### src/flash_seq_regs.svh
`ifndef FLASH_SEQ_REGS_SVH
`define FLASH_SEQ_REGS_SVH

// register byte offsets
`define OFS_ADDR_LOW 8'h00
`define OFS_ADDR_HIGH 8'h04
`define OFS_DATA_LOW 8'h08
`define OFS_DATA_HIGH 8'h0c
`define OFS_CONTROL 8'h10
`define OFS_UNLOCK 8'h14
// control field positions
`define CTL_READ_BIT 0
`define CTL_START_BIT 1
`define CTL_PERMIT_BIT 2
`define CTL_ERASE_BIT 4
`define CTL_LOADONLY_BIT 5
`define CTL_CFGSEL_BIT 6
`define CTL_BUSY_BIT 7
// unlock keys and blank word
`define KEY_FIRST 8'h55
`define KEY_SECOND 8'haa
`define LATCH_BLANK 14'h3fff
// config space word indices
`define CFG_UID_LAST 8'h03
`define CFG_REV_ID 8'h05
`define CFG_DEV_ID 8'h06
`define CFG_WORD1 8'h07
`define CFG_WORD2 8'h08
// timing
`define FLASH_CLK_NS 10
`define FLASH_BUSY_NS 2000000
`define SETUP_CYCLES 2
`endif

### src/flash_seq_pkg.sv
package flash_seq_pkg;
  typedef enum logic [1:0] {st_idle, st_setup, st_busy, st_finish} seq_state_type;
  typedef enum logic [1:0] {op_load, op_program, op_erase} op_kind_type;
  typedef enum logic [1:0] {key_idle, key_half, key_armed} key_state_type;
  typedef struct packed {
    logic cfg_sel;
    logic load_only;
    logic row_erase;
    logic permit;
    logic start;
  } ctl_type;
endpackage : flash_seq_pkg

### src/flash_self_erase_write.sv
`timescale 1ns/1ps
`include "flash_seq_regs.svh"
module flash_self_erase_write import flash_seq_pkg::*; #(
  parameter int NUM_LATCHES = 32,
  parameter int BUSY_CYCLES = `FLASH_BUSY_NS / `FLASH_CLK_NS,
  parameter logic [13:0] DEV_ID = 14'h0123, // arbitrary value
  parameter logic [13:0] REV_ID = 14'h0001 // arbitrary value
) (
  input wire logic mclk, // 100 MHz system clock
  input wire logic resetn, // sync reset, low
  input wire logic psel, // apb select
  input wire logic penable, // apb enable
  input wire logic pwrite, // apb direction
  input wire logic [7:0] paddr, // apb byte address
  input wire logic [31:0] pwdata, // apb write data
  output logic [31:0] prdata, // apb read data
  output logic pready, // apb ready
  output logic pslverr, // unmapped address
  input wire logic [13:0] flash_rdata, // array word at flash_addr
  input wire logic [13:0] cfg_word1, // config word 1
  input wire logic [13:0] cfg_word2, // config word 2
  output logic cpu_nop, // force no-op
  output logic cpu_stall, // halt core
  output logic flash_erase, // row erase running
  output logic flash_prog, // row program running
  output logic [14:0] flash_addr, // word address
  output logic [NUM_LATCHES*14-1:0] flash_wdata // latch contents
);
  localparam int CW = $clog2(BUSY_CYCLES + 1);
  localparam int IW = $clog2(NUM_LATCHES);

  // apb slave state
  logic pready_r, pready_nxt;
  logic pslverr_r, pslverr_nxt;
  logic [31:0] prdata_r, prdata_nxt;
  // software-visible registers
  logic [7:0] addr_low_r, addr_low_nxt;
  logic [6:0] addr_high_r, addr_high_nxt;
  logic [7:0] data_low_r, data_low_nxt;
  logic [5:0] data_high_r, data_high_nxt;
  ctl_type ctl_r, ctl_nxt;
  key_state_type key_r, key_nxt;
  // sequencer state
  seq_state_type st_r, st_nxt;
  op_kind_type kind_r, kind_nxt;
  logic [CW-1:0] cnt_r, cnt_nxt;
  logic nop_r, nop_nxt;
  logic stall_r, stall_nxt;
  logic erase_r, erase_nxt;
  logic prog_r, prog_nxt;
  logic [13:0] uid_r [4];
  logic [13:0] uid_nxt [4];
  // combinational helpers
  logic acc, wr, hit_ctl, mapped, start, read_go, cfg_low, cfg_uid;
  logic clear_lat;
  logic cfg_sel_eff, cfg_ro, cfg_miss;
  logic [NUM_LATCHES-1:0] load_lat;
  logic [13:0] load_val, rd_val;
  logic [13:0] lat_q [NUM_LATCHES];
  op_kind_type req_kind;

  // access completes at the edge where pready is seen high
  assign acc = psel & penable & pready_r;
  assign wr = acc & pwrite;
  assign hit_ctl = (paddr == `OFS_CONTROL);
  assign mapped = (paddr == `OFS_ADDR_LOW) | (paddr == `OFS_ADDR_HIGH) | (paddr == `OFS_DATA_LOW) |
                  (paddr == `OFS_DATA_HIGH) | hit_ctl | (paddr == `OFS_UNLOCK);
  // a whole-word control write reads and loads in the space it selects, not the old one
  assign cfg_sel_eff = (wr && hit_ctl && st_r == st_idle) ? pwdata[`CTL_CFGSEL_BIT] : ctl_r.cfg_sel;
  // config region: high byte zero, low byte word index
  assign cfg_low = cfg_sel_eff & (addr_high_r == 7'h00);
  assign cfg_uid = cfg_low & (addr_low_r <= `CFG_UID_LAST);
  assign cfg_ro = cfg_low & (addr_low_r >= `CFG_REV_ID) & (addr_low_r <= `CFG_WORD2);
  assign cfg_miss = cfg_sel_eff & ~cfg_uid & ~cfg_ro;

  // operation kind from the control word being written
  always_comb begin
    if (pwdata[`CTL_ERASE_BIT]) begin
      req_kind = op_erase;
    end else if (pwdata[`CTL_LOADONLY_BIT]) begin
      req_kind = op_load;
    end else begin
      req_kind = op_program;
    end
  end

  // start needs armed keys, permit, idle; config rows cannot be erased
  assign start = wr & hit_ctl & pwdata[`CTL_START_BIT] & (key_r == key_armed)
               & pwdata[`CTL_PERMIT_BIT] & (st_r == st_idle)
               & ~(pwdata[`CTL_ERASE_BIT] & pwdata[`CTL_CFGSEL_BIT]);
  assign read_go = wr & hit_ctl & pwdata[`CTL_READ_BIT] & (st_r == st_idle);

  // read value: config map or array, zero outside permitted set
  always_comb begin
    rd_val = flash_rdata;
    if (cfg_sel_eff) begin
      rd_val = 14'h0000;
      if (cfg_uid) begin
        rd_val = uid_r[addr_low_r[1:0]];
      end else if (cfg_low && addr_low_r == `CFG_REV_ID) begin
        rd_val = REV_ID;
      end else if (cfg_low && addr_low_r == `CFG_DEV_ID) begin
        rd_val = DEV_ID;
      end else if (cfg_low && addr_low_r == `CFG_WORD1) begin
        rd_val = cfg_word1;
      end else if (cfg_low && addr_low_r == `CFG_WORD2) begin
        rd_val = cfg_word2;
      end
    end
  end

  // apb answer: one wait cycle, data prepared with ready
  always_comb begin
    pready_nxt = psel & penable & ~pready_r;
    pslverr_nxt = psel & penable & ~pready_r & ~mapped;
    prdata_nxt = 32'h0000_0000;
    if (psel && penable && !pready_r && !pwrite) begin
      unique case (paddr)
        `OFS_ADDR_LOW: prdata_nxt = {24'h00_0000, addr_low_r};
        `OFS_ADDR_HIGH: prdata_nxt = {25'h000_0000, addr_high_r};
        `OFS_DATA_LOW: prdata_nxt = {24'h00_0000, data_low_r};
        `OFS_DATA_HIGH: prdata_nxt = {26'h000_0000, data_high_r};
        `OFS_CONTROL: prdata_nxt = {24'h00_0000, st_r != st_idle, ctl_r.cfg_sel, ctl_r.load_only,
                                    ctl_r.row_erase, 1'b0, ctl_r.permit, ctl_r.start, 1'b0};
        default: prdata_nxt = 32'h0000_0000; // unlock port reads zero
      endcase
    end
  end

  // unlock keys: any other write breaks the sequence
  always_comb begin
    key_nxt = key_r;
    if (wr) begin
      key_nxt = key_idle;
      if (paddr == `OFS_UNLOCK) begin
        if (pwdata[7:0] == `KEY_FIRST) begin
          key_nxt = key_half;
        end else if (pwdata[7:0] == `KEY_SECOND && key_r == key_half) begin
          key_nxt = key_armed;
        end
      end
    end
  end

  // address, data and control registers
  always_comb begin
    addr_low_nxt = addr_low_r;
    addr_high_nxt = addr_high_r;
    data_low_nxt = data_low_r;
    data_high_nxt = data_high_r;
    ctl_nxt = ctl_r;
    if (wr && paddr == `OFS_ADDR_LOW) begin
      addr_low_nxt = pwdata[7:0];
    end
    if (wr && paddr == `OFS_ADDR_HIGH) begin
      addr_high_nxt = pwdata[6:0];
    end
    if (wr && paddr == `OFS_DATA_LOW) begin
      data_low_nxt = pwdata[7:0];
    end
    if (wr && paddr == `OFS_DATA_HIGH) begin
      data_high_nxt = pwdata[5:0];
    end
    // control frozen while an operation runs
    if (wr && hit_ctl && st_r == st_idle) begin
      ctl_nxt.cfg_sel = pwdata[`CTL_CFGSEL_BIT];
      ctl_nxt.load_only = pwdata[`CTL_LOADONLY_BIT];
      ctl_nxt.row_erase = pwdata[`CTL_ERASE_BIT];
      ctl_nxt.permit = pwdata[`CTL_PERMIT_BIT];
      ctl_nxt.start = start;
    end
    if (st_r == st_finish) begin
      ctl_nxt.start = 1'b0;
    end
    if (read_go) begin
      data_low_nxt = rd_val[7:0];
      data_high_nxt = rd_val[13:8];
    end
  end

  // latch load at start; read-only config words never loaded
  assign load_val = {data_high_r, data_low_r};
  always_comb begin
    load_lat = '0;
    if (start && req_kind != op_erase && (!pwdata[`CTL_CFGSEL_BIT] || cfg_uid)) begin
      load_lat[addr_low_r[IW-1:0]] = 1'b1;
    end
  end
  assign clear_lat = (st_r == st_finish) && (kind_r != op_load);

  // sequencer: two no-op cycles, then stall for erase and program
  always_comb begin
    st_nxt = st_r;
    kind_nxt = kind_r;
    cnt_nxt = cnt_r;
    unique case (st_r)
      st_idle: begin
        if (start) begin
          st_nxt = st_setup;
          kind_nxt = req_kind;
          cnt_nxt = '0;
        end
      end
      st_setup: begin
        cnt_nxt = cnt_r + 1'b1;
        if (cnt_r == CW'(`SETUP_CYCLES - 1)) begin
          cnt_nxt = '0;
          st_nxt = (kind_r == op_load) ? st_finish : st_busy;
        end
      end
      st_busy: begin
        cnt_nxt = cnt_r + 1'b1;
        if (cnt_r == CW'(BUSY_CYCLES - 1)) begin
          st_nxt = st_finish;
        end
      end
      st_finish: begin
        st_nxt = st_idle;
      end
    endcase
  end

  // core and array controls follow the next state
  always_comb begin
    nop_nxt = (st_nxt == st_setup);
    stall_nxt = (st_nxt == st_busy);
    erase_nxt = (st_nxt == st_busy) && (kind_nxt == op_erase);
    // no implicit erase before programming
    prog_nxt = (st_nxt == st_busy) && (kind_nxt == op_program) && !ctl_r.cfg_sel;
  end

  // user IDs take latches 0..3 when a config program finishes
  always_comb begin
    for (int i = 0; i < 4; i++) begin
      uid_nxt[i] = uid_r[i];
      if (st_r == st_finish && kind_r == op_program && ctl_r.cfg_sel) begin
        uid_nxt[i] = lat_q[i];
      end
    end
  end

  always_ff @(posedge mclk) begin
    if (!resetn) begin
      pready_r <= 1'b0;
      pslverr_r <= 1'b0;
      prdata_r <= 32'h0000_0000;
      addr_low_r <= 8'h00;
      addr_high_r <= 7'h00;
      data_low_r <= 8'h00;
      data_high_r <= 6'h00;
      ctl_r <= '0;
      key_r <= key_idle;
      st_r <= st_idle;
      kind_r <= op_load;
      cnt_r <= '0;
      nop_r <= 1'b0;
      stall_r <= 1'b0;
      erase_r <= 1'b0;
      prog_r <= 1'b0;
      for (int i = 0; i < 4; i++) begin
        uid_r[i] <= `LATCH_BLANK;
      end
    end else begin
      pready_r <= pready_nxt;
      pslverr_r <= pslverr_nxt;
      prdata_r <= prdata_nxt;
      addr_low_r <= addr_low_nxt;
      addr_high_r <= addr_high_nxt;
      data_low_r <= data_low_nxt;
      data_high_r <= data_high_nxt;
      ctl_r <= ctl_nxt;
      key_r <= key_nxt;
      st_r <= st_nxt;
      kind_r <= kind_nxt;
      cnt_r <= cnt_nxt;
      nop_r <= nop_nxt;
      stall_r <= stall_nxt;
      erase_r <= erase_nxt;
      prog_r <= prog_nxt;
      uid_r <= uid_nxt;
    end
  end

  // one latch word per row slot
  for (genvar g = 0; g < NUM_LATCHES; g++) begin : g_lat
    flash_latch_word #(.W(14), .BLANK(`LATCH_BLANK)) u_word (
      .mclk(mclk),
      .resetn(resetn),
      .clear(clear_lat),
      .load(load_lat[g]),
      .din(load_val),
      .q(lat_q[g])
    );
    assign flash_wdata[g*14 +: 14] = lat_q[g];
  end

  assign prdata = prdata_r;
  assign pready = pready_r;
  assign pslverr = pslverr_r;
  assign cpu_nop = nop_r;
  assign cpu_stall = stall_r;
  assign flash_erase = erase_r;
  assign flash_prog = prog_r;
  assign flash_addr = {addr_high_r, addr_low_r};
endmodule : flash_self_erase_write

### src/flash_latch_word.sv
`timescale 1ns/1ps
// one write latch word, blank after reset or clear
module flash_latch_word #(
  parameter int W = 14,
  parameter logic [13:0] BLANK = 14'h3fff
) (
  input wire logic mclk, // system clock
  input wire logic resetn, // sync reset, low
  input wire logic clear, // back to blank
  input wire logic load, // take din
  input wire logic [W-1:0] din, // word to hold
  output logic [W-1:0] q // held word
);
  logic [W-1:0] q_r;
  logic [W-1:0] q_nxt;

  // clear has priority; load and clear never meet
  always_comb begin
    q_nxt = q_r;
    if (clear) begin
      q_nxt = BLANK[W-1:0];
    end else if (load) begin
      q_nxt = din;
    end
  end

  always_ff @(posedge mclk) begin
    if (!resetn) begin
      q_r <= BLANK[W-1:0];
    end else begin
      q_r <= q_nxt;
    end
  end

  assign q = q_r;
endmodule : flash_latch_word

### config.mk
export PLATFORM = sky130hd
export DESIGN_NAME = flash_self_erase_write
export DESIGN_NICKNAME = d
export VERILOG_FILES = /design/src/flash_seq_pkg.sv /design/src/flash_self_erase_write.sv /design/src/flash_latch_word.sv
export VERILOG_INCLUDE_DIRS = /design/src
export SDC_FILE = /design/constraint.sdc
export NUM_CORES = 1
export LEC_CHECK = 0
export ABC_AREA = 1
export BUFFER_PORTS_ARGS = -buffer_cell sky130_fd_sc_hd__buf_2
export CORE_AREA = 4 4 226 228
export CTS_CLUSTER_DIAMETER = 200
export DETAILED_ROUTE_END_ITERATION = 8
export DIE_AREA = 0 0 230 232
export PLACE_DENSITY_LB_ADDON = 0.1
export SYNTH_ARGS = -nofsm -noshare
export SYNTH_HDL_FRONTEND = slang
export SYNTH_SLANG_ARGS = --single-unit
### constraint.sdc
create_clock -name mclk -period 5.5 [get_ports mclk]
set_input_delay 0.275 -clock mclk [delete_from_list [all_inputs] [get_ports mclk]]
set_output_delay 0.275 -clock mclk [all_outputs]
set_load 0.005 [all_outputs]
* Yosys cells after proc, flatten, opt, wreduce, memory -nomap -nowiden
Index checks and enable logic that the tools add are counted.
** Operators by class
- $add $sub $neg :: 1
- Shifts and indexed selects :: 0
- Multiplexer cells :: 33
- Multipliers :: 0
- $lt $le $gt $ge :: 4
- Bitwise logic cells :: 26
- Equal/unequal tests :: 25
- Reductions and logical operators :: 41
- Divide/modulo/power cells :: 0
** Operators with widths (number)
- $mux W14 :: 8
- $pmux W18 S3 :: 1
- $pmux W8 S5 :: 1
- $mux W18 :: 2
- $eq A8 B3 Y1 const B :: 4
- $mux W32 :: 1
- $bmux W14 S2 :: 1
- $eq A8 B4 Y1 const B :: 3
- $logic_and A1 B1 Y1 :: 23
- $add A18 B1 Y18 const B :: 1
- $eq A18 B1 Y1 const B :: 1
- $eq A18 B18 Y1 const B :: 1
- $mux W2 :: 9
- $and A1 B1 Y1 :: 16
- $eq A8 B5 Y1 const B :: 2
- $mux W8 :: 2
- $mux W6 :: 2
- $eq A2 B1 Y1 const B :: 5
- $eq A2 B2 Y1 const B :: 5
- $eq A8 B7 Y1 const B :: 1
- $eq A8 B8 Y1 const B :: 1
- $le A8 B2 Y1 const B :: 1
- $logic_not A8 Y1 :: 1
- $pmux W2 S4 :: 1
- 17 further kinds :: 37
** Storage, ports and cells
- Input port bits :: 87
- Register bits :: 600
- Word-level logic and storage cells :: 186
- RAM bits :: 0
- Memories :: 0
- Output and inout bits :: 501
- Bits in latches :: 0
- ROM bits :: 0

* Longest topological paths before layout
- Depth in word-level cells :: 15
- Depth in mapped cells :: 18
- Mapped depth without buffers :: 16

* Hierarchy
From an unflattened synthesis, not the netlist that was laid out.
** Second synthesis, totals
- Cell total of the unflattened synthesis :: 2964
- Area, all modules :: 22497.8 sq um
** Modules (own cells, without submodules)
- flash_latch_word :: area an instance 493.0 sq um, seq. area each 280.3 sq um, instances 32, cells an instance 62
- flash_self_erase_write :: area an instance 6722.7 sq um, seq. area each 2562.5 sq um, instances 1, cells an instance 980

* Worst setup path after synthesis
Ideal clock, no wire load.
- Path type :: flip-flop to flip-flop
- Start :: register st_r[0]
- End :: register g_lat[14].u_word.q_r[3]
- Data arrival time :: 2303 ps
- Cell stages (with the launch flop) :: 18
- Period minus slack after synthesis :: 2367 ps
- Buffers on the path :: 3
- Required time :: 5436 ps
- Path slack :: 3133 ps
- Setup time :: 64 ps
- Path through :: dfxtp_1 inv_1 ha_1 clkbuf_1 nand3_2 nand2_1 nand3_2 nor2_2 nand2_1 nand2_4 nand2_2 inv_2 buf_6 nand2_4 nor2_4 buf_4 nand2_1 nand3_1
** On the way
- Longest elaborated chain between the ends :: 8
- Elaborated cells on any way between the ends :: 14
- Those cells by class :: 1 x eq/ne; 2 x mux; 4 x bitwise; 7 x reduce/logical
** RTL lines
- start: declaration :: RTL line flash_self_erase_write.sv:44 : seq_state_type st_r, st_nxt;
- start signal: assignment :: RTL line flash_self_erase_write.sv:253 : st_r <= st_idle;
- start signal: assignment :: RTL line flash_self_erase_write.sv:273 : st_r <= st_nxt;
- $logic_not A2 Y1 :: RTL line flash_self_erase_write.sv:69, flash_self_erase_write.sv:89
- $logic_and A1 B1 Y1 :: RTL line flash_self_erase_write.sv:69 : assign cfg_sel_eff = (wr && hit_ctl && st_r == st_idle) ? pwdata[`CTL_CFGSEL_BIT] : ctl_r.cfg_sel;
- $mux W1 :: RTL line flash_self_erase_write.sv:69
- $and A1 B1 Y1 :: RTL line flash_self_erase_write.sv:71 : assign cfg_low = cfg_sel_eff & (addr_high_r == 7'h00);
- $and A1 B1 Y1 :: RTL line flash_self_erase_write.sv:72 : assign cfg_uid = cfg_low & (addr_low_r <= `CFG_UID_LAST);
- $logic_or A1 B1 Y1 :: RTL line flash_self_erase_write.sv:185 : if (start && req_kind != op_erase && (!pwdata[`CTL_CFGSEL_BIT] || cfg_uid)) begin
- $logic_and A1 B1 Y1 :: RTL line flash_self_erase_write.sv:185
- $mux W32 :: RTL line flash_self_erase_write.sv:185
- end signal: assignment :: RTL line flash_latch_word.sv:29 : q_r <= BLANK[W-1:0];
- end signal: assignment :: RTL line flash_latch_word.sv:31 : q_r <= q_nxt;
- end: declaration :: RTL line flash_latch_word.sv:14 : logic [W-1:0] q_r;
Parallel ways exist; a longest one is shown, timed or not.
A chain may end at the register's enable or synchronous reset.

* Final worst setup path
- Start :: register st_r[0]
- End :: register g_lat[20].u_word.q_r[12]
** On the way
- Longest elaborated chain between the ends :: 8
- Elaborated cells on any way between the ends :: 14
- Those cells by class :: 1 x eq/ne; 2 x mux; 4 x bitwise; 7 x reduce/logical
** RTL lines (RTL line)
- $logic_not A2 Y1 :: flash_self_erase_write.sv:69, flash_self_erase_write.sv:89
- $logic_and A1 B1 Y1 :: flash_self_erase_write.sv:69
- $mux W1 :: flash_self_erase_write.sv:69
- $and A1 B1 Y1 :: flash_self_erase_write.sv:71
- $and A1 B1 Y1 :: flash_self_erase_write.sv:72
- $logic_or A1 B1 Y1 :: flash_self_erase_write.sv:185
- $logic_and A1 B1 Y1 :: flash_self_erase_write.sv:185
- $mux W32 :: flash_self_erase_write.sv:185
- end signal: assignment :: flash_latch_word.sv:29
- end signal: assignment :: flash_latch_word.sv:31
- end: declaration :: flash_latch_word.sv:14
Parallel ways exist; a longest one is shown, timed or not.

==> results by group <==
Setup path
  • Signal arrival time at the worst endpoint: 4.59 ns
  • Crit path max fanout: 19
  • CP Capture Point: g_lat[20].u_word.q[12]$_SDFFE_PP1P_
  • Flop2flop setup slack: 1.47 ns
  • Critical R2R Launch: st_r[0]$_SDFF_PN0_
  • Crit end category: register
  • Setup crit start: st_r[0]$_SDFF_PN0_
  • CP Launch Type: register
  • R2r worst-path depth: 14
  • FF-to-FF End: g_lat[20].u_word.q[12]$_SDFFE_PP1P_
  • Crit path required time: 6.06 ns
  • Kind of critical path: register to register

Detailed routing
  • Detailed Route WL: 85.8 mm
  • Avg WL per Cell: 21.0 um
  • Initial drt markers: 1967
  • Vias per std cell: 5.37
  • DR DRC count: 0
  • Drt pass-1 iters: 6
  • Via Count: 22.0k
  • Post-route ant nets: 0

Timing
  • Clk_skew: 0.0126 ns
  • Max transition margin: 0.199
  • Tcrit/Tclk final: 0.733
  • Slew @ Worst Pin: 1.19 ns
  • Final Hold Viols: 0
  • Final Critical Period: 4.03 ns
  • Endpoints failing setup: 0
  • Hold Slack: 0.0460 ns
  • RSZ-0062 raised after global routing: no
  • PnR worst setup slack: 1.47 ns
  • Max-slew violation total from the final report: 0
  • Setup TNS: 0 ns
  • Maximum clock frequency: 248 MHz

Placement
  • DP Wirelength: 57.7 mm
  • Placed Instances: 3984
  • DP Worst Slack: 1.47 ns
  • Placer Congestion: 0.927
  • IO buf count: 539

Synth
  • EDFF count, synth: 0
  • Ys Warns: 0
  • Mapped cell area: 22400 um2
  • Async set-reset flop share out of synthesis: 0
  • Seq cells post-synth: 576
  • Cell accounting for the most synthesized area: dfxtp_1
  • Synth cell types: 43
  • Yosys top cell area share: 0.515
  • Mean Syn Cell Area: 7.57 um2
  • Seq/Total Area, Yosys: 0.515
  • Largest cells by area after synthesis: dfxtp_1 (52%), nand2_1 (18%), nand3_1 (10%), o211ai_1 (3.0%), inv_1 (2.0%)
  • Most common flop cell mapped by yosys: dfxtp_1
  • Post-synthesis cell count: 2959

CTS
  • Num Clock Sinks: 576
  • TritonCTS buffer count: 58
  • TritonCTS clock tree: built
  • Skew-Pair Late Insertion Delay: 0.62 ns
  • CTS clk-pin slew, worst paths: 0.06 ns
  • CTS H-tree depth: 2
  • Clock buffer depth: 3
  • Clock root cell: clkbuf_16
  • # resized after CTS: 0

Run
  • Max-Cap Viols: 0

Floorplan
  • I/O pin total: 588
  • Die Ht: 232 um
  • Die width: 230 um
  • Die ar.: 53400 um2
  • Core ar.: 48800 um2
  • Num rows: 81
  • Initial Util: 0.458

Final layout
  • Area Growth Syn to Fin: 21.4%
  • Seq. cell area: 11500 um2
  • Commonest non-fill, non-tap cells in the layout: nand2_1 (1101), dfxtp_1 (562), buf_2 (539)
  • Finished Layout Cells: 4097
  • Number of nets in the layout: 3482
  • Most common cell after layout, fill and taps aside: nand2_1
  • Final-layout fill cell count: 4748
  • Share of cells above drive strength 1: 0.209
  • Multi-input logic area: 9410 um2
  • Diode count: 0

Min path
  • Hold crit path type: input port to register

Global route
  • Largest net degree at the start of global routing: 114
  • Initial antenna violation count: 0
  • Total grt overflow: 0
  • First-pass GRT wire length: 127 mm
  • GRT Overall Usage: 0.305
  • Number of global-route vias before repair: 20.6k

Power
  • Cell Pwr Density: 310 nW/um2
  • LEAKAGE: 12.9 nW
  • Maximum VDD drop: 273 uV

Outcome
  • Status: finished clean
[cell type report]
class                      count  share of cell area
clock buffer                  86              0.0625
tap                          664              0.0306
inverter                     123              0.0170
timing repair buffer         570               0.109
sequential                   576               0.425
multi-input combinational   2057               0.346
clock inverter                21             0.00948
[where the power goes]
part | leakage [nW] | internal [mW] | switching, mW
logic | 7.23 | 0.0414 | 0.129
clock network | 0.967 | 2.37 | 1.70
registers | 4.67 | 4.17 | 0.00210
total | 12.9 | 6.58 | 1.83
[worst min-delay path by stage]
stage | cells after the start | to | slack, ns | start
2_1_floorplan | 2 | data_low_r[0]$_SDFFE_PN0P_ | 0.42 | pwdata[0]
3_3_place_gp | 2 | uid_r[29]$_SDFFE_PN1P_ | 0.44 | uid_r[29]$_SDFFE_PN1P_
3_5_place_dp | 2 | uid_r[0]$_SDFFE_PN1P_ | 0.44 | uid_r[0]$_SDFFE_PN1P_
4_1_cts | 3 | addr_low_r[7]$_SDFFE_PN0P_ | 0.008 | pwdata[7]
5_1_grt | 3 | addr_high_r[5]$_SDFFE_PN0P_ | 0.06 | pwdata[5]
6_report | 3 | addr_low_r[7]$_SDFFE_PN0P_ | 0.05 | pwdata[7]
[cells by family (layout without fill, tap and decap cells)]
logic type,after synthesis,after routing,synth area share
other,1,24,0.000168
buffers and inverters,349,800,0.0692
AO/OA/AOI/OAI,236,236,0.0677
adder cells (fa/ha/maj),9,9,0.00503
XOR/XNOR,1,1,0.000391
AND/OR/NAND/NOR,1787,1787,0.342
flip-flops,576,576,0.515
[metrics by stage]
stage          utilization  power (mW)  instance area, um2
2_1_floorplan            -        4.38               22500
3_3_place_gp         0.515        4.43               25200
3_5_place_dp         0.515        4.43               25200
4_1_cts              0.556        8.46               27200
5_1_grt              0.556        8.63               27200
6_report             0.556        8.41               27200
[per-layer routing]
layer | part of all wire | routed length (um) | track usage
met1 | 0.42 | 36100 | 0.401
met2 | 0.46 | 39500 | 0.499
met3 | 0.086 | 7370 | 0.0720
met4 | 0.034 | 2880 | 0.0996
met5 | 0 | 0 | 0
[synthesized netlist by cell type (2+ instances only)]
| cell type | count |
|---|---|
| o31ai_1 | 2 |
| o21bai_1 | 4 |
| or2_2 | 9 |
| o221ai_1 | 5 |
| nor4_1 | 7 |
| nor2_2 | 4 |
| inv_2 | 2 |
| nand2_1 | 1102 |
| a221oi_1 | 5 |
| nor3_1 | 27 |
| nand3_2 | 2 |
| buf_4 | 40 |
| dfxtp_1 | 576 |
| a22oi_1 | 13 |
| clkbuf_1 | 119 |
| o21ai_0 | 60 |
| nand4_1 | 34 |
| a41oi_1 | 2 |
| nand3_1 | 467 |
| o211ai_1 | 88 |
| nor3b_1 | 2 |
| buf_2 | 65 |
| o22ai_1 | 2 |
| inv_1 | 120 |
| a211oi_1 | 3 |
| nor2_1 | 99 |
| nand2_2 | 7 |
| nor2_4 | 15 |
| a21oi_1 | 48 |
| nand2_4 | 5 |
| and3_1 | 5 |
| ha_1 | 9 |
[critical path: stages, from the launching register on]
cell and delay [ns]:
dfxtp_1 0.36, inv_1 0.16, ha_1 0.40, nand3_2 0.30, nand2_1 0.18, nand3_2 0.11, nor2_2 0.17, nand2_1 0.13
nand2_4 0.24, nand2_2 0.13, inv_2 0.36, nand2_1 0.32, nor2_1 0.85, nand2_1 0.12, nand3_1 0.10
[timing repair]
item,CTS,global route
buffers inserted,0,0
hold buffers,6,0
endpoints found under the hold margin,6,0
setup endpoints to repair,0,0
[sequential cells by signal, summed over array words and instances (netlist names), 5 cells and up]
signal	count
ctl_r	5
addr_high_r	7
cnt_r	18
uid_r	56
data_high_r	6
data_low_r	8
addr_low_r	8
g_lat.u_word.q	448
prdata	8
No activity file was read; power rests on OpenSTA's default activity.
